===== src/rtl/hpp_pkg.sv =====
// Package for the host packet protocol block: link timing, packet codes, states.
// Assumes a single 10 MHz device clock shared by every module that imports it.
package hpp_pkg;
  // ----------------------------------------------------------------------
  // Link timing
  // ----------------------------------------------------------------------
  localparam int unsigned CLK_HZ = 10_000_000;
  localparam int unsigned BAUD = 115_200;
  localparam int unsigned BIT_CYC = (CLK_HZ + BAUD / 2) / BAUD;
  localparam int unsigned HALF_CYC = BIT_CYC / 2;
  localparam int unsigned DATA_BITS = 8;
  // ----------------------------------------------------------------------
  // Packet codes
  // ----------------------------------------------------------------------
  localparam logic [7:0] TYPE_REQ = 8'h52;
  localparam logic [7:0] TYPE_CONFIRM = 8'h43;
  localparam logic [7:0] TYPE_INDICATION = 8'h69;
  localparam logic [7:0] ST_OK = 8'h00;
  localparam logic [7:0] ST_BUSY = 8'h01;
  localparam logic [7:0] ST_BAD_OP = 8'h02;
  localparam logic [7:0] CONFIRM_LEN = 8'h01;
  localparam logic [7:0] SEQ_LEN = 8'h02;
  localparam logic [15:0] SEQ_RESET = 16'h0000;
  localparam logic [15:0] SEQ_STEP = 16'h0001;
  // Transmit byte slots of one packet
  localparam logic [2:0] SLOT_TYPE = 3'h0;
  localparam logic [2:0] SLOT_OP = 3'h1;
  localparam logic [2:0] SLOT_LEN = 3'h2;
  localparam logic [2:0] SLOT_D0 = 3'h3;
  localparam logic [2:0] SLOT_D1 = 3'h4;
  localparam logic [2:0] SLOT_D2 = 3'h5;
  localparam logic [2:0] SLOT_D3 = 3'h6;
  // Request decoded from the host
  typedef struct packed {
    logic valid;
    logic [7:0] opcode;
  } hpp_req_t;
  typedef enum logic [2:0] {
    RX_TYPE = 3'b001,
    RX_OP = 3'b010,
    RX_SKIP = 3'b100
  } hpp_rx_st_t;
  typedef enum logic [2:0] {
    TX_IDLE = 3'b001,
    TX_LOAD = 3'b010,
    TX_WAIT = 3'b100
  } hpp_tx_st_t;
endpackage : hpp_pkg


===== src/rtl/hpp_uart.sv =====
// Byte-serial transceiver, 8 data bits, no parity, one stop bit.
// Assumes rx_pin is asynchronous; it is synchronised here before any use.
`timescale 1ns/10ps
module hpp_uart
  import hpp_pkg::*;
(
  input wire logic ref_clk,
  input wire logic resetn,
  input wire logic rx_pin,
  output logic tx_pin,
  output logic [7:0] rx_data,
  output logic rx_valid,
  input wire logic [7:0] tx_data,
  input wire logic tx_start,
  output logic tx_busy
);
  localparam int unsigned CW = $clog2(BIT_CYC + 1);
  // ----------------------------------------------------------------------
  // Receive side
  // ----------------------------------------------------------------------
  logic sync1_ff, sync2_ff;
  logic rx_act_ff, nxt_rx_act;
  logic [CW-1:0] rx_cnt_ff, nxt_rx_cnt;
  logic [3:0] rx_bit_ff, nxt_rx_bit;
  logic [7:0] rx_sh_ff, nxt_rx_sh;
  logic rx_v_ff, nxt_rx_v;
  // Two-stage synchroniser on the pin
  always_ff @(posedge ref_clk or negedge resetn) begin
    if (!resetn) begin
      sync1_ff <= 1'b1;
      sync2_ff <= 1'b1;
    end else begin
      sync1_ff <= rx_pin;
      sync2_ff <= sync1_ff;
    end
  end
  // Mid-bit sampling; a false start is dropped at the half bit
  always_comb begin
    nxt_rx_act = rx_act_ff;
    nxt_rx_cnt = rx_cnt_ff;
    nxt_rx_bit = rx_bit_ff;
    nxt_rx_sh = rx_sh_ff;
    nxt_rx_v = 1'b0;
    if (!rx_act_ff) begin
      if (!sync2_ff) begin
        nxt_rx_act = 1'b1;
        nxt_rx_cnt = CW'(HALF_CYC);
        nxt_rx_bit = 4'h0;
      end
    end else if (rx_cnt_ff != '0) begin
      nxt_rx_cnt = rx_cnt_ff - 1'b1;
    end else begin
      nxt_rx_cnt = CW'(BIT_CYC - 1);
      nxt_rx_bit = rx_bit_ff + 1'b1;
      if (rx_bit_ff == 4'h0) begin
        if (sync2_ff) nxt_rx_act = 1'b0;
      end else if (rx_bit_ff <= 4'(DATA_BITS)) begin
        nxt_rx_sh = {sync2_ff, rx_sh_ff[7:1]};
      end else begin
        nxt_rx_act = 1'b0;
        nxt_rx_v = sync2_ff; // Framing error drops the byte
      end
    end
  end
  always_ff @(posedge ref_clk or negedge resetn) begin
    if (!resetn) begin
      rx_act_ff <= 1'b0;
      rx_cnt_ff <= '0;
      rx_bit_ff <= 4'h0;
      rx_sh_ff <= 8'h00;
      rx_v_ff <= 1'b0;
    end else begin
      rx_act_ff <= nxt_rx_act;
      rx_cnt_ff <= nxt_rx_cnt;
      rx_bit_ff <= nxt_rx_bit;
      rx_sh_ff <= nxt_rx_sh;
      rx_v_ff <= nxt_rx_v;
    end
  end
  assign rx_data = rx_sh_ff;
  assign rx_valid = rx_v_ff;
  // ----------------------------------------------------------------------
  // Transmit side
  // ----------------------------------------------------------------------
  logic [9:0] tx_sh_ff, nxt_tx_sh;
  logic [3:0] tx_left_ff, nxt_tx_left;
  logic [CW-1:0] tx_cnt_ff, nxt_tx_cnt;
  // Frame is stop, data, start shifted out LSB first
  always_comb begin
    nxt_tx_sh = tx_sh_ff;
    nxt_tx_left = tx_left_ff;
    nxt_tx_cnt = tx_cnt_ff;
    if (tx_left_ff == 4'h0) begin
      if (tx_start) begin
        nxt_tx_sh = {1'b1, tx_data, 1'b0};
        nxt_tx_left = 4'(DATA_BITS + 2);
        nxt_tx_cnt = CW'(BIT_CYC - 1);
      end
    end else if (tx_cnt_ff != '0) begin
      nxt_tx_cnt = tx_cnt_ff - 1'b1;
    end else begin
      nxt_tx_sh = {1'b1, tx_sh_ff[9:1]};
      nxt_tx_left = tx_left_ff - 1'b1;
      nxt_tx_cnt = CW'(BIT_CYC - 1);
    end
  end
  always_ff @(posedge ref_clk or negedge resetn) begin
    if (!resetn) begin
      tx_sh_ff <= 10'h3ff;
      tx_left_ff <= 4'h0;
      tx_cnt_ff <= '0;
    end else begin
      tx_sh_ff <= nxt_tx_sh;
      tx_left_ff <= nxt_tx_left;
      tx_cnt_ff <= nxt_tx_cnt;
    end
  end
  assign tx_pin = tx_sh_ff[0];
  assign tx_busy = (tx_left_ff != 4'h0);
endmodule : hpp_uart


===== src/rtl/hpp_top.sv =====
// Device end of the host packet protocol: parses requests, sends confirms
// and streams indications over a byte-serial link.
// Assumes measurement logic on ref_clk supplies start/stop decode and data words.
`timescale 1ns/10ps
module hpp_top
  import hpp_pkg::*;
(
  input wire logic ref_clk,
  input wire logic resetn,
  input wire logic rx_pin,
  output logic tx_pin,
  input wire logic op_known,
  input wire logic op_is_start,
  input wire logic op_is_stop,
  input wire logic dev_busy,
  input wire logic [7:0] start_op,
  input wire logic data_valid,
  input wire logic [7:0] data_op,
  input wire logic [15:0] data_word,
  input wire logic event_valid,
  input wire logic [7:0] event_op,
  output logic data_ready,
  output logic [7:0] req_opcode,
  output logic req_strobe,
  output logic streaming
);
  // ----------------------------------------------------------------------
  // Transceiver
  // ----------------------------------------------------------------------
  logic [7:0] rx_byte;
  logic rx_v;
  logic [7:0] tx_byte;
  logic tx_go;
  logic tx_busy;
  logic tx_pin_w;
  hpp_uart u_uart (
    .ref_clk(ref_clk),
    .resetn(resetn),
    .rx_pin(rx_pin),
    .tx_pin(tx_pin_w),
    .rx_data(rx_byte),
    .rx_valid(rx_v),
    .tx_data(tx_byte),
    .tx_start(tx_go),
    .tx_busy(tx_busy)
  );
  // ----------------------------------------------------------------------
  // Request parser
  // ----------------------------------------------------------------------
  hpp_rx_st_t rx_st_ff, nxt_rx_st;
  hpp_req_t req_ff, nxt_req;
  // Host packets carry only requests; any other type byte is dropped alone and the next byte is read as a type
  always_comb begin
    nxt_rx_st = rx_st_ff;
    nxt_req = '{valid: 1'b0, opcode: req_ff.opcode};
    if (rx_v) begin
      unique case (rx_st_ff)
        RX_TYPE: begin
          if (rx_byte == TYPE_REQ) nxt_rx_st = RX_OP;
        end // Anything else dropped here
        RX_OP: begin
          nxt_req = '{valid: 1'b1, opcode: rx_byte}; // Short form done
          nxt_rx_st = RX_TYPE;
        end
        RX_SKIP: nxt_rx_st = RX_TYPE;
      endcase
    end
  end
  always_ff @(posedge ref_clk or negedge resetn) begin
    if (!resetn) begin
      rx_st_ff <= RX_TYPE;
      req_ff <= '0;
    end else begin
      rx_st_ff <= nxt_rx_st;
      req_ff <= nxt_req;
    end
  end
  // ----------------------------------------------------------------------
  // Session and transmit scheduler
  // ----------------------------------------------------------------------
  hpp_tx_st_t tx_st_ff, nxt_tx_st;
  logic cfm_pend_ff, nxt_cfm_pend;
  logic [7:0] cfm_op_ff, nxt_cfm_op;
  logic [7:0] cfm_st_ff, nxt_cfm_st;
  logic stream_ff, nxt_stream;
  logic start_ok_ff, nxt_start_ok;
  logic [15:0] seq_ff, nxt_seq;
  logic [7:0] pk_type_ff, nxt_pk_type;
  logic [7:0] pk_op_ff, nxt_pk_op;
  logic [7:0] pk_len_ff, nxt_pk_len;
  logic [23:0] pk_data_ff, nxt_pk_data;
  logic [2:0] slot_ff, nxt_slot;
  logic [2:0] last_ff, nxt_last;
  logic ready_ff, nxt_ready;
  logic [7:0] reqop_ff, nxt_reqop;
  logic reqstb_ff, nxt_reqstb;
  logic tx_go_ff, nxt_tx_go;
  logic [7:0] tx_byte_ff, nxt_tx_byte;
  logic [7:0] slot_byte;
  // Byte for the current slot, in wire order
  always_comb begin
    unique case (slot_ff)
      SLOT_TYPE: slot_byte = pk_type_ff;
      SLOT_OP: slot_byte = pk_op_ff;
      SLOT_LEN: slot_byte = pk_len_ff;
      SLOT_D0: slot_byte = pk_data_ff[7:0];
      SLOT_D1: slot_byte = pk_data_ff[15:8];
      SLOT_D2: slot_byte = pk_data_ff[23:16];
      default: slot_byte = 8'h00;
    endcase
  end
  // Confirms win over indications so the host hears back promptly
  always_comb begin
    nxt_tx_st = tx_st_ff;
    nxt_cfm_pend = cfm_pend_ff;
    nxt_cfm_op = cfm_op_ff;
    nxt_cfm_st = cfm_st_ff;
    nxt_stream = stream_ff;
    nxt_start_ok = start_ok_ff;
    nxt_seq = seq_ff;
    nxt_pk_type = pk_type_ff;
    nxt_pk_op = pk_op_ff;
    nxt_pk_len = pk_len_ff;
    nxt_pk_data = pk_data_ff;
    nxt_slot = slot_ff;
    nxt_last = last_ff;
    nxt_ready = 1'b0;
    nxt_reqop = reqop_ff;
    nxt_reqstb = 1'b0;
    nxt_tx_go = 1'b0;
    nxt_tx_byte = tx_byte_ff;
    // Each request queues one confirm; set beats a send starting in the same cycle
    if (req_ff.valid) begin
      nxt_cfm_pend = 1'b1;
      nxt_cfm_op = req_ff.opcode;
      nxt_reqop = req_ff.opcode;
      nxt_reqstb = 1'b1;
      nxt_start_ok = op_known && !dev_busy && op_is_start;
      if (!op_known) nxt_cfm_st = ST_BAD_OP;
      else if (dev_busy && !op_is_stop) nxt_cfm_st = ST_BUSY;
      else nxt_cfm_st = ST_OK;
      if (op_known && op_is_stop) nxt_stream = 1'b0;
    end
    unique case (tx_st_ff)
      TX_IDLE: begin
        if (cfm_pend_ff && !req_ff.valid) begin
          nxt_cfm_pend = 1'b0;
          nxt_pk_type = TYPE_CONFIRM;
          nxt_pk_op = cfm_op_ff;
          nxt_pk_len = CONFIRM_LEN;
          nxt_pk_data = {16'h0000, cfm_st_ff};
          nxt_last = SLOT_D0;
          nxt_slot = SLOT_TYPE;
          nxt_tx_st = TX_LOAD;
          if (start_ok_ff) begin
            nxt_stream = 1'b1; // Stream only after an OK confirm
            nxt_seq = SEQ_RESET;
            nxt_start_ok = 1'b0;
          end
        end else if (stream_ff && data_valid && !req_ff.valid) begin
          nxt_ready = 1'b1;
          nxt_pk_type = TYPE_INDICATION;
          nxt_pk_op = data_op;
          nxt_pk_len = SEQ_LEN + SEQ_LEN; // Sequence plus one data word
          nxt_pk_data = {8'h00, seq_ff[7:0], seq_ff[15:8]}; // High byte first
          nxt_last = SLOT_D3;
          nxt_slot = SLOT_TYPE;
          nxt_tx_st = TX_LOAD;
          nxt_seq = seq_ff + SEQ_STEP;
        end else if (stream_ff && event_valid && !req_ff.valid) begin
          nxt_pk_type = TYPE_INDICATION;
          nxt_pk_op = event_op;
          nxt_pk_len = 8'h00;
          nxt_pk_data = 24'h000000;
          nxt_last = SLOT_LEN;
          nxt_slot = SLOT_TYPE;
          nxt_tx_st = TX_LOAD;
        end
      end
      TX_LOAD: begin
        if (!tx_busy) begin
          nxt_tx_go = 1'b1;
          nxt_tx_byte = slot_byte;
          nxt_tx_st = TX_WAIT;
        end
      end
      TX_WAIT: begin
        if (!tx_go_ff && !tx_busy) begin
          if (slot_ff == last_ff) begin
            nxt_tx_st = TX_IDLE;
          end else begin
            nxt_slot = slot_ff + 1'b1;
            nxt_tx_st = TX_LOAD;
          end
        end
      end
    endcase
  end
  // Data word captured into the last two slots when accepted
  logic [7:0] d_lo_ff, nxt_d_lo;
  logic [7:0] d_hi_ff, nxt_d_hi;
  always_comb begin
    nxt_d_lo = d_lo_ff;
    nxt_d_hi = d_hi_ff;
    if (nxt_ready) begin
      nxt_d_hi = data_word[15:8];
      nxt_d_lo = data_word[7:0];
    end
  end
  assign tx_byte = (slot_ff == SLOT_D2 && pk_len_ff == SEQ_LEN + SEQ_LEN) ? d_hi_ff :
                   (slot_ff == SLOT_D3) ? d_lo_ff : tx_byte_ff;
  assign tx_go = tx_go_ff;
  always_ff @(posedge ref_clk or negedge resetn) begin
    if (!resetn) begin
      tx_st_ff <= TX_IDLE;
      cfm_pend_ff <= 1'b0;
      cfm_op_ff <= 8'h00;
      cfm_st_ff <= ST_OK;
      stream_ff <= 1'b0;
      start_ok_ff <= 1'b0;
      seq_ff <= SEQ_RESET;
      pk_type_ff <= 8'h00;
      pk_op_ff <= 8'h00;
      pk_len_ff <= 8'h00;
      pk_data_ff <= 24'h000000;
      slot_ff <= SLOT_TYPE;
      last_ff <= SLOT_TYPE;
      ready_ff <= 1'b0;
      reqop_ff <= 8'h00;
      reqstb_ff <= 1'b0;
      tx_go_ff <= 1'b0;
      tx_byte_ff <= 8'h00;
      d_lo_ff <= 8'h00;
      d_hi_ff <= 8'h00;
    end else begin
      tx_st_ff <= nxt_tx_st;
      cfm_pend_ff <= nxt_cfm_pend;
      cfm_op_ff <= nxt_cfm_op;
      cfm_st_ff <= nxt_cfm_st;
      stream_ff <= nxt_stream;
      start_ok_ff <= nxt_start_ok;
      seq_ff <= nxt_seq;
      pk_type_ff <= nxt_pk_type;
      pk_op_ff <= nxt_pk_op;
      pk_len_ff <= nxt_pk_len;
      pk_data_ff <= nxt_pk_data;
      slot_ff <= nxt_slot;
      last_ff <= nxt_last;
      ready_ff <= nxt_ready;
      reqop_ff <= nxt_reqop;
      reqstb_ff <= nxt_reqstb;
      tx_go_ff <= nxt_tx_go;
      tx_byte_ff <= nxt_tx_byte;
      d_lo_ff <= nxt_d_lo;
      d_hi_ff <= nxt_d_hi;
    end
  end
  // Registered pin; one extra cycle of latency on the line
  logic tx_pin_ff;
  always_ff @(posedge ref_clk or negedge resetn) begin
    if (!resetn) tx_pin_ff <= 1'b1;
    else tx_pin_ff <= tx_pin_w;
  end
  assign tx_pin = tx_pin_ff;
  assign data_ready = ready_ff;
  assign req_opcode = reqop_ff;
  assign req_strobe = reqstb_ff;
  assign streaming = stream_ff;
  // ----------------------------------------------------------------------
  // Assertions
  // ----------------------------------------------------------------------
  property p_confirm_follows;
    @(posedge ref_clk) disable iff (!resetn) req_ff.valid |=> cfm_pend_ff;
  endproperty
  a_confirm_follows: assert property (p_confirm_follows) else $error("no confirm queued");
  property p_stop_ends;
    @(posedge ref_clk) disable iff (!resetn)
      (req_ff.valid && op_known && op_is_stop) |=> !stream_ff;
  endproperty
  a_stop_ends: assert property (p_stop_ends) else $error("stream not stopped");
  property p_seq_step;
    @(posedge ref_clk) disable iff (!resetn)
      (ready_ff && $past(tx_st_ff) == TX_IDLE) |-> seq_ff == $past(seq_ff) + SEQ_STEP;
  endproperty
  a_seq_step: assert property (p_seq_step) else $error("sequence not incremented");
  property p_bad_op;
    @(posedge ref_clk) disable iff (!resetn)
      (req_ff.valid && !op_known) |=> cfm_st_ff == ST_BAD_OP;
  endproperty
  a_bad_op: assert property (p_bad_op) else $error("bad opcode status wrong");
  property p_busy;
    @(posedge ref_clk) disable iff (!resetn)
      (req_ff.valid && op_known && dev_busy && !op_is_stop) |=> cfm_st_ff == ST_BUSY;
  endproperty
  a_busy: assert property (p_busy) else $error("busy status wrong");
  property p_req_type;
    @(posedge ref_clk) disable iff (!resetn)
      (rx_v && rx_st_ff == RX_TYPE && rx_byte != TYPE_REQ) |=> rx_st_ff == RX_TYPE;
  endproperty
  a_req_type: assert property (p_req_type) else $error("non-request not dropped");
  property p_short_req;
    @(posedge ref_clk) disable iff (!resetn)
      (rx_v && rx_st_ff == RX_OP) |=> (req_ff.valid && req_ff.opcode == $past(rx_byte));
  endproperty
  a_short_req: assert property (p_short_req) else $error("short request lost");
  property p_ind_needs_stream;
    @(posedge ref_clk) disable iff (!resetn)
      ($past(tx_st_ff) == TX_IDLE && tx_st_ff == TX_LOAD && pk_type_ff == TYPE_INDICATION)
        |-> $past(stream_ff);
  endproperty
  a_ind_needs_stream: assert property (p_ind_needs_stream) else $error("unsolicited indication");
  property p_first_type;
    @(posedge ref_clk) disable iff (!resetn)
      (tx_go_ff && slot_ff == SLOT_TYPE) |-> (tx_byte == TYPE_CONFIRM || tx_byte == TYPE_INDICATION);
  endproperty
  a_first_type: assert property (p_first_type) else $error("bad type byte");
endmodule : hpp_top


===== config.mk =====
export PLATFORM = sky130hd
export DESIGN_NAME = hpp_top
export DESIGN_NICKNAME = d
export VERILOG_FILES = /design/src/rtl/hpp_pkg.sv /design/src/rtl/hpp_uart.sv /design/src/rtl/hpp_top.sv
export SDC_FILE = /design/constraint.sdc
export NUM_CORES = 1
export LEC_CHECK = 0
export BUFFER_PORTS_ARGS = -buffer_cell sky130_fd_sc_hd__buf_2
export CORE_MARGIN = 2
export CORE_UTILIZATION = 50
export DETAILED_ROUTE_END_ITERATION = 6
export GPL_TIMING_DRIVEN = 0
export PLACE_DENSITY = 0.72
export SYNTH_ARGS = -nofsm -noshare
export SYNTH_HDL_FRONTEND = slang
export SYNTH_SLANG_ARGS = --single-unit

===== constraint.sdc =====
create_clock -name ref_clk -period 2.9 [get_ports ref_clk]
set_clock_uncertainty 0.15 [all_clocks]
set_input_delay 0.145 -clock ref_clk [delete_from_list [all_inputs] [get_ports ref_clk]]
set_output_delay 0.145 -clock ref_clk [all_outputs]
set_load 0.02 [all_outputs]

=== After elaboration in Yosys (flattened, before gate mapping) ===
Cells that the tools add are included.

* Bits of input ports: 49
* Bits in registers: 176
* Output and inout port bits: 12

* Add/sub/neg operators: 6
* Muxes and demuxes: 81
* Bitwise gates (word level): 3
* Order comparisons: 1
* Reductions and logical operators: 36
* Equal/unequal tests: 25

{| class="wikitable"
|+ Operators by type and width
! cell !! count
|-
| $mux W8 || 11
|-
| $mux W24 || 3
|-
| $mux W16 || 3
|-
| $pmux W8 S6 || 1
|-
| $mux W7 || 6
|-
| $mux W3 || 13
|-
| $mux W10 || 3
|-
| $mux W1 || 28
|-
| $mux W4 || 6
|-
| $mux W9 || 2
|-
| $add A16 B1 Y16 const B || 1
|-
| $ne A2 B2 Y1 const B || 8
|-
| $eq A3 B3 Y1 const B || 5
|-
| $reduce_bool A7 Y1 || 2
|-
| $sub A7 B1 Y7 const B || 2
|-
| $eq A3 B2 Y1 const B || 4
|-
| $pmux W3 S2 || 2
|-
| $reduce_and A2 Y1 || 6
|-
| $logic_and A1 B1 Y1 || 11
|-
| $eq A3 B1 Y1 const B || 3
|-
| $pmux W3 S3 || 1
|-
| $eq A8 B3 Y1 const B || 1
|-
| $eq A8 B7 Y1 const B || 1
|-
| $logic_not A4 Y1 || 2
|-
| 17 further kinds || 27
|}

=== Depth between registers and ports, before layout ===
Gate-level depths: netlist of the first run.

* Depth in word-level cells: 7
* Gate-level depth with buffers: 7
* Depth with buffers taken out: 7

=== Cells and area by module ===
From an unflattened synthesis of the first run, not the netlist that was laid out.

* Cell total of the unflattened synthesis: 617
* Area total of the unflattened synthesis: 6726.5 µm²

{| class="wikitable"
|+ Modules (own cells, without submodules)
! module !! area an instance (µm²) !! seq. area each (µm²) !! instances !! cells each
|-
| hpp_top || 4601.9 || 2556.2 || 1 || 418
|-
| hpp_uart || 2124.5 || 1089.8 || 1 || 199
|}

=== Worst setup path after synthesis of the first run ===
Ideal clock, no wire load.

* Kind: register -> register
* Start: register tx_st_ff[0]
* End: register seq_ff[5]
* Stages on the path, launching flop included: 5
* Path slack: 752 ps
* Period minus slack after synthesis: 2148 ps
* Data required time: 2673 ps
* Path buffers: 0
* Library setup time: 77 ps
* Arrival time: 1920 ps
* Cells stage by stage: dfstp_2 or3b_1 a2111o_1 or4_1 a21oi_1

* Cells in the longest elaborated chain, start to end: 2

{| class="wikitable"
|+ Ends and longest elaborated chain
! item !! line !! RTL
|-
| start, declared || hpp_top.sv:81 || <nowiki>hpp_tx_st_t tx_st_ff, nxt_tx_st;</nowiki>
|-
| start signal, assigned || hpp_top.sv:236 || <nowiki>tx_st_ff <= nxt_tx_st;</nowiki>
|-
| $eq A3 B1 Y1 || hpp_top.sv:144 || <nowiki>unique case (tx_st_ff)</nowiki>
|-
| $reduce_and A3 Y1 (no line) || n/a ||
|-
| end signal, assigned || hpp_top.sv:242 || <nowiki>seq_ff <= nxt_seq;</nowiki>
|-
| end, declared || hpp_top.sv:87 || <nowiki>logic [15:0] seq_ff, nxt_seq;</nowiki>
|}

Every way passes these cells.
A chain may end at the register's enable or synchronous reset.

=== Worst setup path in the final report of the first run ===
* Start: register cfm_pend_ff
* End: register pk_op_ff[3]

* Cells in the longest elaborated chain, start to end: 3
* Elaborated cells on any way between the ends: 4
* Those cells by class: mux: 1; reduce/logical: 3

{| class="wikitable"
|+ Ends and longest elaborated chain
! item !! line !! RTL
|-
| start, declared || hpp_top.sv:82 || <nowiki>logic cfm_pend_ff, nxt_cfm_pend;</nowiki>
|-
| start signal, assigned || hpp_top.sv:237 || <nowiki>cfm_pend_ff <= nxt_cfm_pend;</nowiki>
|-
| $logic_and A1 B1 Y1 * || hpp_top.sv:146 || <nowiki>if (cfm_pend_ff && !req_ff.valid) begin</nowiki>
|-
| $reduce_bool A3 Y1 (no line) || n/a ||
|-
| $reduce_and A2 Y1 (no line) || n/a ||
|-
| end signal, assigned || hpp_top.sv:244 || <nowiki>pk_op_ff <= nxt_pk_op;</nowiki>
|-
| end, declared || hpp_top.sv:89 || <nowiki>logic [7:0] pk_op_ff, nxt_pk_op;</nowiki>
|}

Mark *: on every way between the ends. The rest lies on a longest branch, timed or not.

==> flow_summary_export.csv, run 1 <==
group,metric,value,unit
floorplan,ios,61,
placement,pre_cts_ws,0.255,ns
final_layout,syn2layout_area_growth,22.0,%
setup_path,cp-end-kind,"flop",
setup_path,path_delay_family,"buffers and inverters",
min_path,worstHoldPathType,"input pin to flop",
floorplan,start_util,0.513,
timing,fmax,0.380,GHz
floorplan,dieHeight,121,um
synthesis,synth_seq_cells,145,
clock_tree,clk_transition_reported_paths,0.06,ns
setup_path,critPathLaunchType,"flop",
setup_path,slowest_stage,"dlygate4sd3_1",
timing,fin_crit_sh,0.908,
synthesis,ys.flop_type,"dfrtp_1",
synthesis,yosysUniqueCellTypes,60,
timing,hold_viol_final,0,
clock_tree,cts_sinks,145,
setup_path,cp.required,3.08,ns
timing,worst_slew_pin_slew,0.794,ns
grt,antenna_found_initial,0,
placement,gp_congestion,0.881,
synthesis,synth_top_area_share,0.483,
clock_tree,htree_levels,4,
routing,wl_per_cell,17.1,um
power,p_per_area,683,nW/um^2
setup_path,cp_cell_sequence,"clkbuf_1 > nor2b_1 > clkbuf_1 > a222oi_1 > dlygate4sd3_1 > o21ai_0",
timing,setup_violations,0,
setup_path,slowest_delay,0.60,ns
setup_path,cpMostUsedCell,"clkbuf_1",
final_layout,layout-drive-gt1-share,0.194,
synthesis,yosysTopAreaCell,"dfrtp_1",
timing,grt_setup_unrepaired,"false",
routing,post_drt_via_cell_ratio,5.77,
setup_path,worst-path-max-fanout,10,
clock_tree,clockBufferDepth,2,
timing,drv_slew,0,
routing,postRouteWirelength,16000,um
placement,port_buffers,52,
synthesis,synthArstFlopShare,1.00,
grt,grt_pass1_vias,5482,
floorplan,die-area,14500,sq um
floorplan,fp.coreArea,13200,sq um
final_layout,n_antenna_cell,0,
timing,fin_tns_setup,0,ns
timing,relSlewSlack,0.467,
power,peakVddDrop,0.000593,V
routing,drt_iter0_drc,483,
timing,final.setup.worst_slack,0.267,ns
synthesis,synth_fp_nets,703,
final_layout,nets,813,
setup_path,cp_num_buf_inv,3,
grt,grt_max_degree,104,
final_layout,multi_input_area,2940,sq um
setup_path,crit_arrival,2.82,ns
synthesis,synth_area_per_cell,10.6,sq um
routing,ant_nets,0,
timing,fin_crit,2.63,ns
floorplan,row_count,42,
outcome,status,"finished, final reports clean",
grt,gr-total-overflow,0,
setup_path,crit_type,"flop to flop",
synthesis,ys_warn_count,0,
placement,hpwl,11000,um
synthesis,synth_edf_count,0,
synthesis,ys_top_cells_by_area,"dfrtp_1 (48%), mux2_2 (6.1%), dfstp_2 (5.4%)",
clock_tree,cts_root_buf,"clkbuf_16",
grt,grt_pass1_wl,26500,um
final_layout,n_fill_cell,1062,
clock_tree,clock_latency,0.42,ns
synthesis,synth-seq-area-share,0.537,
run,cap_violations,0,
clock_tree,numCtsBuffers,17,
synthesis,synth_cells,640,
final_layout,regArea,3650,sq um
routing,first_pass_iters,6,
setup_path,rrSetupSlack,0.27,ns
clock_tree,cts_tree,"built",
clock_tree,post-cts-setup-buffer-count,0,
synthesis,syn_area,6790,sq um
power,power.leakage,3.81,nW
routing,route.vias.total,5416,
floorplan,die_w,121,um
routing,drc,0,
grt,track_usage,0.234,
==> cells in the final DEF (no fill, tap or decap), types with 7 or more instances in the layout <==
master / count
buf_2: 53
o21ai_0: 52
dlygate4sd3_1: 38
o22a_1: 8
ha_1: 14
mux2i_1: 21
dfstp_2: 14
nor2b_1: 7
a21oi_1: 30
a22o_1: 15
clkbuf_16: 17
nand2b_1: 12
nor3_1: 13
nand3_1: 22
clkbuf_1: 21
nand2_1: 90
dfrtp_1: 131
mux2_2: 37
o21a_1: 8
a222oi_1: 13
inv_1: 26
or3_1: 9
nor2_1: 13
==> sequential cells by signal, summed over array words and instances (netlist names), 3 cells and up <==
signal and flops:
d_hi_ff 8, d_lo_ff 8, pk_data_ff 16, pk_op_ff 8, req_ff 9, req_opcode 8, seq_ff 16, slot_ff 3
tx_byte_ff 8, tx_st_ff 3, u_uart.rx_bit_ff 4, u_uart.rx_cnt_ff 7, u_uart.rx_data 8, u_uart.tx_cnt_ff 7, u_uart.tx_left_ff 4, u_uart.tx_sh_ff 9
==> cells by family (layout without fill, tap and decap cells) <==
group	count (synthesis)	after routing	synth area share
flops	145	145	0.537
compound gates	156	156	0.152
buf+inv	54	177	0.0313
xor+xnor	5	5	0.00645
fa+ha+maj	14	14	0.0258
mux	58	58	0.0923
simple gates	208	208	0.155
==> through the flow <==
step	hold slack (ns)	std cells	instance area, sq um	utilization	total power [mW]
finish	0.0189	939	8290	0.626	5.66
global route	0.0636	939	8290	0.626	5.94
CTS	0.0139	939	8280	0.625	5.68
detailed placement	-0.0554	869	7310	0.552	3.45
global placement	0.103	868	7270	0.549	3.37
floorplan	-0.301	640	6790	-	3.15
==> synth_stat cells (12+ instances only) <==
cell and number:
mux2i_1 21, inv_1 26, nand2b_1 12, nand3_1 22, a222oi_1 13, clkbuf_1 21
mux2_2 37, ha_1 14, nand2_1 90, o21ai_0 52, nor3_1 13, a21oi_1 30
dfrtp_1 131, a22o_1 15, nor2_1 13, dfstp_2 14
==> final timing paths <==
| path | start | endpoint | cells past startpoint |
|---|---|---|---|
| max in group asynchronous | resetn | u_uart.sync1_ff | 3 |
| min in group asynchronous | resetn | data_ready | 2 |
| min | event_valid | tx_st_ff[0] | 5 |
| min reg2reg | u_uart.sync1_ff | u_uart.sync2_ff | 0 |
| max | cfm_pend_ff | pk_op_ff[3] | 6 |
| max reg2reg | cfm_pend_ff | pk_op_ff[3] | 6 |
==> worst reg2reg max path: cells and delay by family (launching register included) <==
kind	cells	cell delay, ns
flip-flops	1	0.32
AND/OR/NAND/NOR	1	0.42
buffers and inverters	3	1.32
AO/OA/AOI/OAI	2	0.34
==> where the power goes <==
part           leakage, nW  switching [mW]  internal (mW)
Clock                0.283           0.880           1.30
Combinational         1.74           0.496          0.428
Sequential            1.79           0.221           2.33
Total                 3.81            1.60           4.06
==> area by class of cell <==
type / instances / share of cell area
inverters: 27 / 0.0122
clock buffers: 18 / 0.0530
clock inverters: 14 / 0.0186
multi-input cells: 441 / 0.355
well taps: 176 / 0.0266
repair buffers: 91 / 0.0814
plain buffers: 27 / 0.0134
flip-flops and latches: 145 / 0.440
==> layer usage <==
| metal | wire [um] | global-route usage | vias to the layer above |
|---|---|---|---|
| li1 | - | - | 2554 |
| met1 | 6920 | 0.292 | 2655 |
| met2 | 8000 | 0.402 | 176 |
| met3 | 790 | 0.0528 | 31 |
| met4 | 301 | 0.0778 | 0 |
| met5 | 0 | 0 | - |
==> repair_timing <==
action                                  in CTS  in global routing
endpoints found under the hold margin      171                  0
endpoints found under the setup margin       0                  2
hold buffers                                38                  0
resized for setup                            0                  1
Note: power is estimated with default switching activity, not from simulation.
==> inputs of run 2 (changes only) <==
==> constraint.sdc (replaced) <==
create_clock -name ref_clk -period 2.9 [get_ports ref_clk]
set_clock_uncertainty 0.15 [all_clocks]
set_input_delay 0.58 -clock ref_clk [delete_from_list [all_inputs] [get_ports ref_clk]]
set_output_delay 0.58 -clock ref_clk [all_outputs]
set_load 0.02 [all_outputs]
==> run 2 against run 1 <==
Global-route usage is 0.64 points lower; flip-flop and latch count unchanged; highest routed layer unchanged; final area fell by 4.5%; via count down 2.5%; critical path type unchanged; largest cell class unchanged; wire length is 3.2% lower.
==> flow_summary_export.csv, run 2 (synthesized netlist as in run 1, its figures left out) <==
group,metric,value,unit
outcome,status,"finished, final reports clean",
timing,drv_slew,0,
power,peakVddDrop,0.000587,V
routing,drt_iter0_drc,491,
floorplan,start_util,0.513,
routing,wl_met2,7650,um
placement,pre_cts_ws,0.255,ns
grt,gr-total-overflow,0,
floorplan,die-area,14500,sq um
final_layout,layout_common_cells,"dfrtp_1 (131), nand2_1 (90), buf_2 (53), o21ai_0 (52), mux2_2 (37)",
floorplan,dieHeight,121,um
timing,fin_crit,2.62,ns
routing,top_layer_used,"met4",
final_layout,regArea,3650,sq um
clock_tree,post-cts-setup-buffer-count,0,
floorplan,ios,61,
final_layout,multi_input_area,2940,sq um
setup_path,worst-path-max-fanout,10,
placement,gp_congestion,0.881,
clock_tree,numCtsBuffers,17,
clock_tree,clockBufferDepth,2,
timing,relSlewSlack,0.476,
clock_tree,cts_tree,"built",
min_path,worstHoldPathType,"input pin to flop",
routing,postRouteWirelength,15500,um
routing,route.vias.total,5282,
clock_tree,cts_sinks,145,
timing,hold_viol_final,0,
final_layout,syn2layout_area_growth,16.5,%
grt,grt_pass1_wl,25800,um
timing,grt_setup_unrepaired,"false",
clock_tree,cts_root_buf,"clkbuf_16",
power,p_per_area,709,nW/um^2
placement,hpwl,11000,um
setup_path,rrSetupSlack,0.28,ns
timing,holdWs,0.108,ns
final_layout,layout_commonest_cell,"dfrtp_1",
clock_tree,htree_levels,4,
clock_tree,clk_transition_reported_paths,0.06,ns
setup_path,crit_arrival,2.77,ns
placement,place_area,7310,sq um
grt,track_usage,0.227,
final_layout,n_antenna_cell,0,
final_layout,n_fill_cell,1099,
routing,drt-met1-wl,6720,um
floorplan,die_w,121,um
final_layout,design_area,7920,sq um
grt,antenna_found_initial,0,
grt,grt_pass1_vias,5304,
final_layout,reg.largest.list,"pk_data_ff (16), seq_ff (16)",
routing,wl_per_cell,17.2,um
timing,final.setup.worst_slack,0.282,ns
routing,first_pass_iters,5,
floorplan,row_count,42,
final_layout,layout-drive-gt1-share,0.204,
routing,drc,0,
timing,fin_crit_sh,0.903,
power,power.leakage,3.66,nW
timing,setup_violations,0,
timing,worst_slew_pin_slew,0.780,ns
timing,fin_tns_setup,0,ns
timing,fmax,0.382,GHz
setup_path,cp.required,3.05,ns
setup_path,cp-end-kind,"flop",
routing,route.met3.wl,826,um
routing,ant_nets,0,
final_layout,nets,776,
clock_tree,clock_latency,0.42,ns
placement,port_buffers,52,
floorplan,fp.coreArea,13200,sq um
run,cap_violations,0,
grt,grt_max_degree,104,
routing,post_drt_via_cell_ratio,5.86,
setup_path,crit_type,"flop to flop",
setup_path,critPathLaunchType,"flop",
[run 2: cell count changes in the layout (fill, tap and decap cells not counted), sizes merged]
cell / delta
dlygate4sd3: -37
[run 2: what timing repair did]
action / in CTS / in global routing
hold endpoints to repair: 31 / 0
resized for setup: 0 / 1
endpoints found under the setup margin: 0 / 2
hold buffers: 1 / 0
[run 2: final cells by class]
cell class	instances	area share
Inverter	27	0.0128
Timing Repair Buffer	54	0.0384
Buffer	27	0.0141
Clock inverter	14	0.0194
Clock buffer	18	0.0555
Sequential cell	145	0.460
Multi-Input combinational cell	441	0.372
Tap cell	176	0.0278
[run 2: per-layer routing]
layer	track usage	vias to the layer above
met4	0.0778	0
met1	0.293	2612
li1	-	2468
met5	0	-
met2	0.379	170
met3	0.0528	32
[run 2: stage by stage]
stage / cells / utilization / power (mW)
6_report: 902 / 0.598 / 5.62
3_3_place_gp: 868 / 0.549 / 3.37
5_1_grt: 902 / 0.598 / 5.90
2_1_floorplan: 640 / - / 3.15
4_1_cts: 902 / 0.597 / 5.64
3_5_place_dp: 869 / 0.552 / 3.45
[run 2: path summary, 6_finish.rpt]
kind / cells past startpoint / end / startpoint
worst max-delay path: 5 / seq_ff[2] / tx_st_ff[0]
worst min-delay path: 1 / u_uart.sync1_ff / rx_pin
worst max register to register: 5 / seq_ff[2] / tx_st_ff[0]
worst min register to register: 0 / u_uart.sync2_ff / u_uart.sync1_ff
max in group asynchronous: 3 / u_uart.sync2_ff / resetn
min in group asynchronous: 2 / data_ready / resetn
[run 2: report_power, final]
part / internal (mW) / switching (mW) / total, mW / leakage, nW
sequential: 2.33 / 0.221 / 2.55 / 1.79
clock: 1.30 / 0.882 / 2.18 / 0.283
combinational: 0.393 / 0.489 / 0.881 / 1.59
[run 2: worst max-delay path, stage by stage (launching register included)]
cell      delay (ns)
dfstp_2         0.58
nor3b_1         0.58
nand3_1         0.52
clkbuf_1        0.40
o211ai_1        0.18
o31ai_1         0.09
==> inputs of run 3 (changes only) <==
- BUFFER_PORTS_ARGS: -buffer_cell sky130_fd_sc_hd__buf_2 -> default
- CAP_MARGIN: default -> 20
- DONT_BUFFER_PORTS: default -> 1
- PLACE_DENSITY: 0.72 -> 0.68
==> run 3 against run 2 <==
The flow now finishes with violations (hold timing); setup slack improved by 0.070 ns; die area did not move; wire length fell by 2.3%; register-to-register slack improved by 0.07 ns; sequential power about the same; final cell count shrank 5.9%; count of clock-buffer cells in the layout increased by 6; largest power group unchanged.
==> flow_summary_export.csv, run 3 (synthesized netlist as in run 1, its figures left out) <==
group,metric,value,unit
final_layout,syn2layout_area_growth,12.8,%
timing,fmax,0.393,GHz
clock_tree,cts_sinks,145,
setup_path,rrSetupSlack,0.35,ns
grt,grt_use_met2,0.346,
final_layout,layout_common_cells,"dfrtp_1 (131), nand2_1 (90), o21ai_0 (52), mux2_2 (37), a21oi_1 (30)",
timing,fin_crit,2.55,ns
power,p_per_area,742,nW/um^2
final_layout,nets,723,
floorplan,row_count,42,
clock_tree,cts_tree,"built",
timing,hold_viol_final,145,
grt,grt_pass1_vias,5059,
grt,grtUsageMet3,0.0632,
clock_tree,post-cts-setup-buffer-count,0,
routing,first_pass_iters,5,
timing,drv_slew,0,
setup_path,path_delay_family,"simple AND/OR/NAND/NOR gates",
final_layout,n_antenna_cell,0,
final_layout,layout-drive-gt1-share,0.135,
final_layout,n_fill_cell,1135,
power,peakVddDrop,0.000448,V
setup_path,cp_num_buf_inv,2,
floorplan,dieHeight,121,um
setup_path,cp.required,3.04,ns
timing,fin_tns_setup,0,ns
final_layout,regArea,3650,sq um
clock_tree,clk_transition_reported_paths,0.05,ns
timing,grt_setup_unrepaired,"false",
outcome,status,"complete, but fails checks",
grt,grt_pass1_wl,25500,um
timing,worst_slew_pin_slew,0.786,ns
clock_tree,numCtsBuffers,17,
power,total_power,5.69,mW
grt,antenna_found_initial,0,
timing,setup_violations,0,
clock_tree,htree_levels,4,
setup_path,worst-path-max-fanout,10,
routing,ant_nets,0,
grt,track_usage,0.225,
floorplan,start_util,0.513,
floorplan,fp.coreArea,13200,sq um
outcome,violations,"hold timing",
timing,holdWs,-0.294,ns
routing,post_drt_via_cell_ratio,5.97,
clock_tree,clockBufferDepth,2,
routing,postRouteWirelength,15100,um
setup_path,crit_type,"flop to flop",
grt,grt_max_degree,146,
timing,fin_crit_sh,0.878,
placement,gp_congestion,0.857,
final_layout,final_core_util,0.579,
timing,relSlewSlack,0.472,
clock_tree,clock_latency,0.42,ns
routing,drc,0,
setup_path,critPathLaunchType,"flop",
setup_path,slowest_stage,"or3b_2",
grt,busiest_layer,"met2",
floorplan,ios,61,
floorplan,die-area,14500,sq um
clock_tree,cts-hold-fix-buffers,1,
placement,hpwl,10700,um
clock_tree,cts_root_buf,"clkbuf_16",
routing,wl_per_cell,17.8,um
setup_path,crit_arrival,2.69,ns
grt,grt_use_met1,0.307,
final_layout,layout_commonest_cell,"dfrtp_1",
floorplan,die_w,121,um
run,cap_violations,0,
final_layout,multi_input_area,2940,sq um
routing,route.vias.total,5070,
final_layout,reg.largest.list,"pk_data_ff (16), seq_ff (16)",
setup_path,slowest_delay,0.44,ns
setup_path,cp_cell_sequence,"inv_1 > ha_1 > or3b_2 > clkbuf_1 > nor2_2 > nand3b_1 > mux2i_1",
grt,gr-total-overflow,0,
routing,drt_iter0_drc,505,
placement,port_buffers,0,
min_path,worstHoldPathType,"input pin to asynchronous set/reset pin",
power,power.leakage,3.45,nW
setup_path,cp-end-kind,"flop",
## run 3: cell types whose count changed in the layout (fill, tap and decap cells not counted), sizes merged
cell	before	now
bufinv	2	4
buf	59	6
clkinvlp	4	0
clkinv	4	5
clkbuf	39	45
inv	31	26
## run 3: final timing paths
| kind | cells past startpoint | start | endpoint |
|---|---|---|---|
| max | 7 | u_uart.tx_left_ff[0] | slot_ff[2] |
| min in group ref_clk | 1 | dev_busy | start_ok_ff |
| max reg2reg | 7 | u_uart.tx_left_ff[0] | slot_ff[2] |
| max in group asynchronous | 0 | resetn | u_uart.sync1_ff |
| min | 0 | resetn | u_uart.tx_left_ff[3] |
| min reg2reg | 0 | u_uart.sync1_ff | u_uart.sync2_ff |
## run 3: power by group
| group | internal [mW] | leakage [nW] | total (mW) | switching, mW |
|---|---|---|---|---|
| Combinational | 0.366 | 1.35 | 0.787 | 0.421 |
| Clock | 1.51 | 0.309 | 2.33 | 0.818 |
| Sequential | 2.33 | 1.79 | 2.57 | 0.242 |
| Total | 4.21 | 3.45 | 5.69 | 1.48 |
## run 3: what timing repair did
| item | CTS | global route |
|---|---|---|
| endpoints found under the hold margin | 146 | 145 |
| resized for setup | 0 | 1 |
| endpoints found under the setup margin | 0 | 1 |
## run 3: final cells by class
| cell class | instances | share of cell area |
|---|---|---|
| Clock buffer | 24 | 0.0629 |
| Inverter | 27 | 0.0132 |
| Sequential cell | 145 | 0.476 |
| Timing Repair Buffer | 1 | 0.00131 |
| Multi-Input combinational cell | 441 | 0.384 |
| Tap cell | 176 | 0.0287 |
| Clock inverter | 8 | 0.0198 |
| Buffer | 27 | 0.0145 |
## run 3: routing by layer
layer | vias to the layer above | share of wire
li1 | 2378 | -
met1 | 2506 | 0.45
met2 | 166 | 0.46
met3 | 20 | 0.067
met4 | 0 | 0.017
met5 | - | 0
## run 3: through the flow
step                instance area (sq um)  setup WS [ns]  instances
global placement                     7010          0.372        816
finish                               7660          0.353        849
detailed placement                   7010          0.310        816
global route                         7660          0.195        849
CTS                                  7660          0.295        849
floorplan                            6790          0.752        640
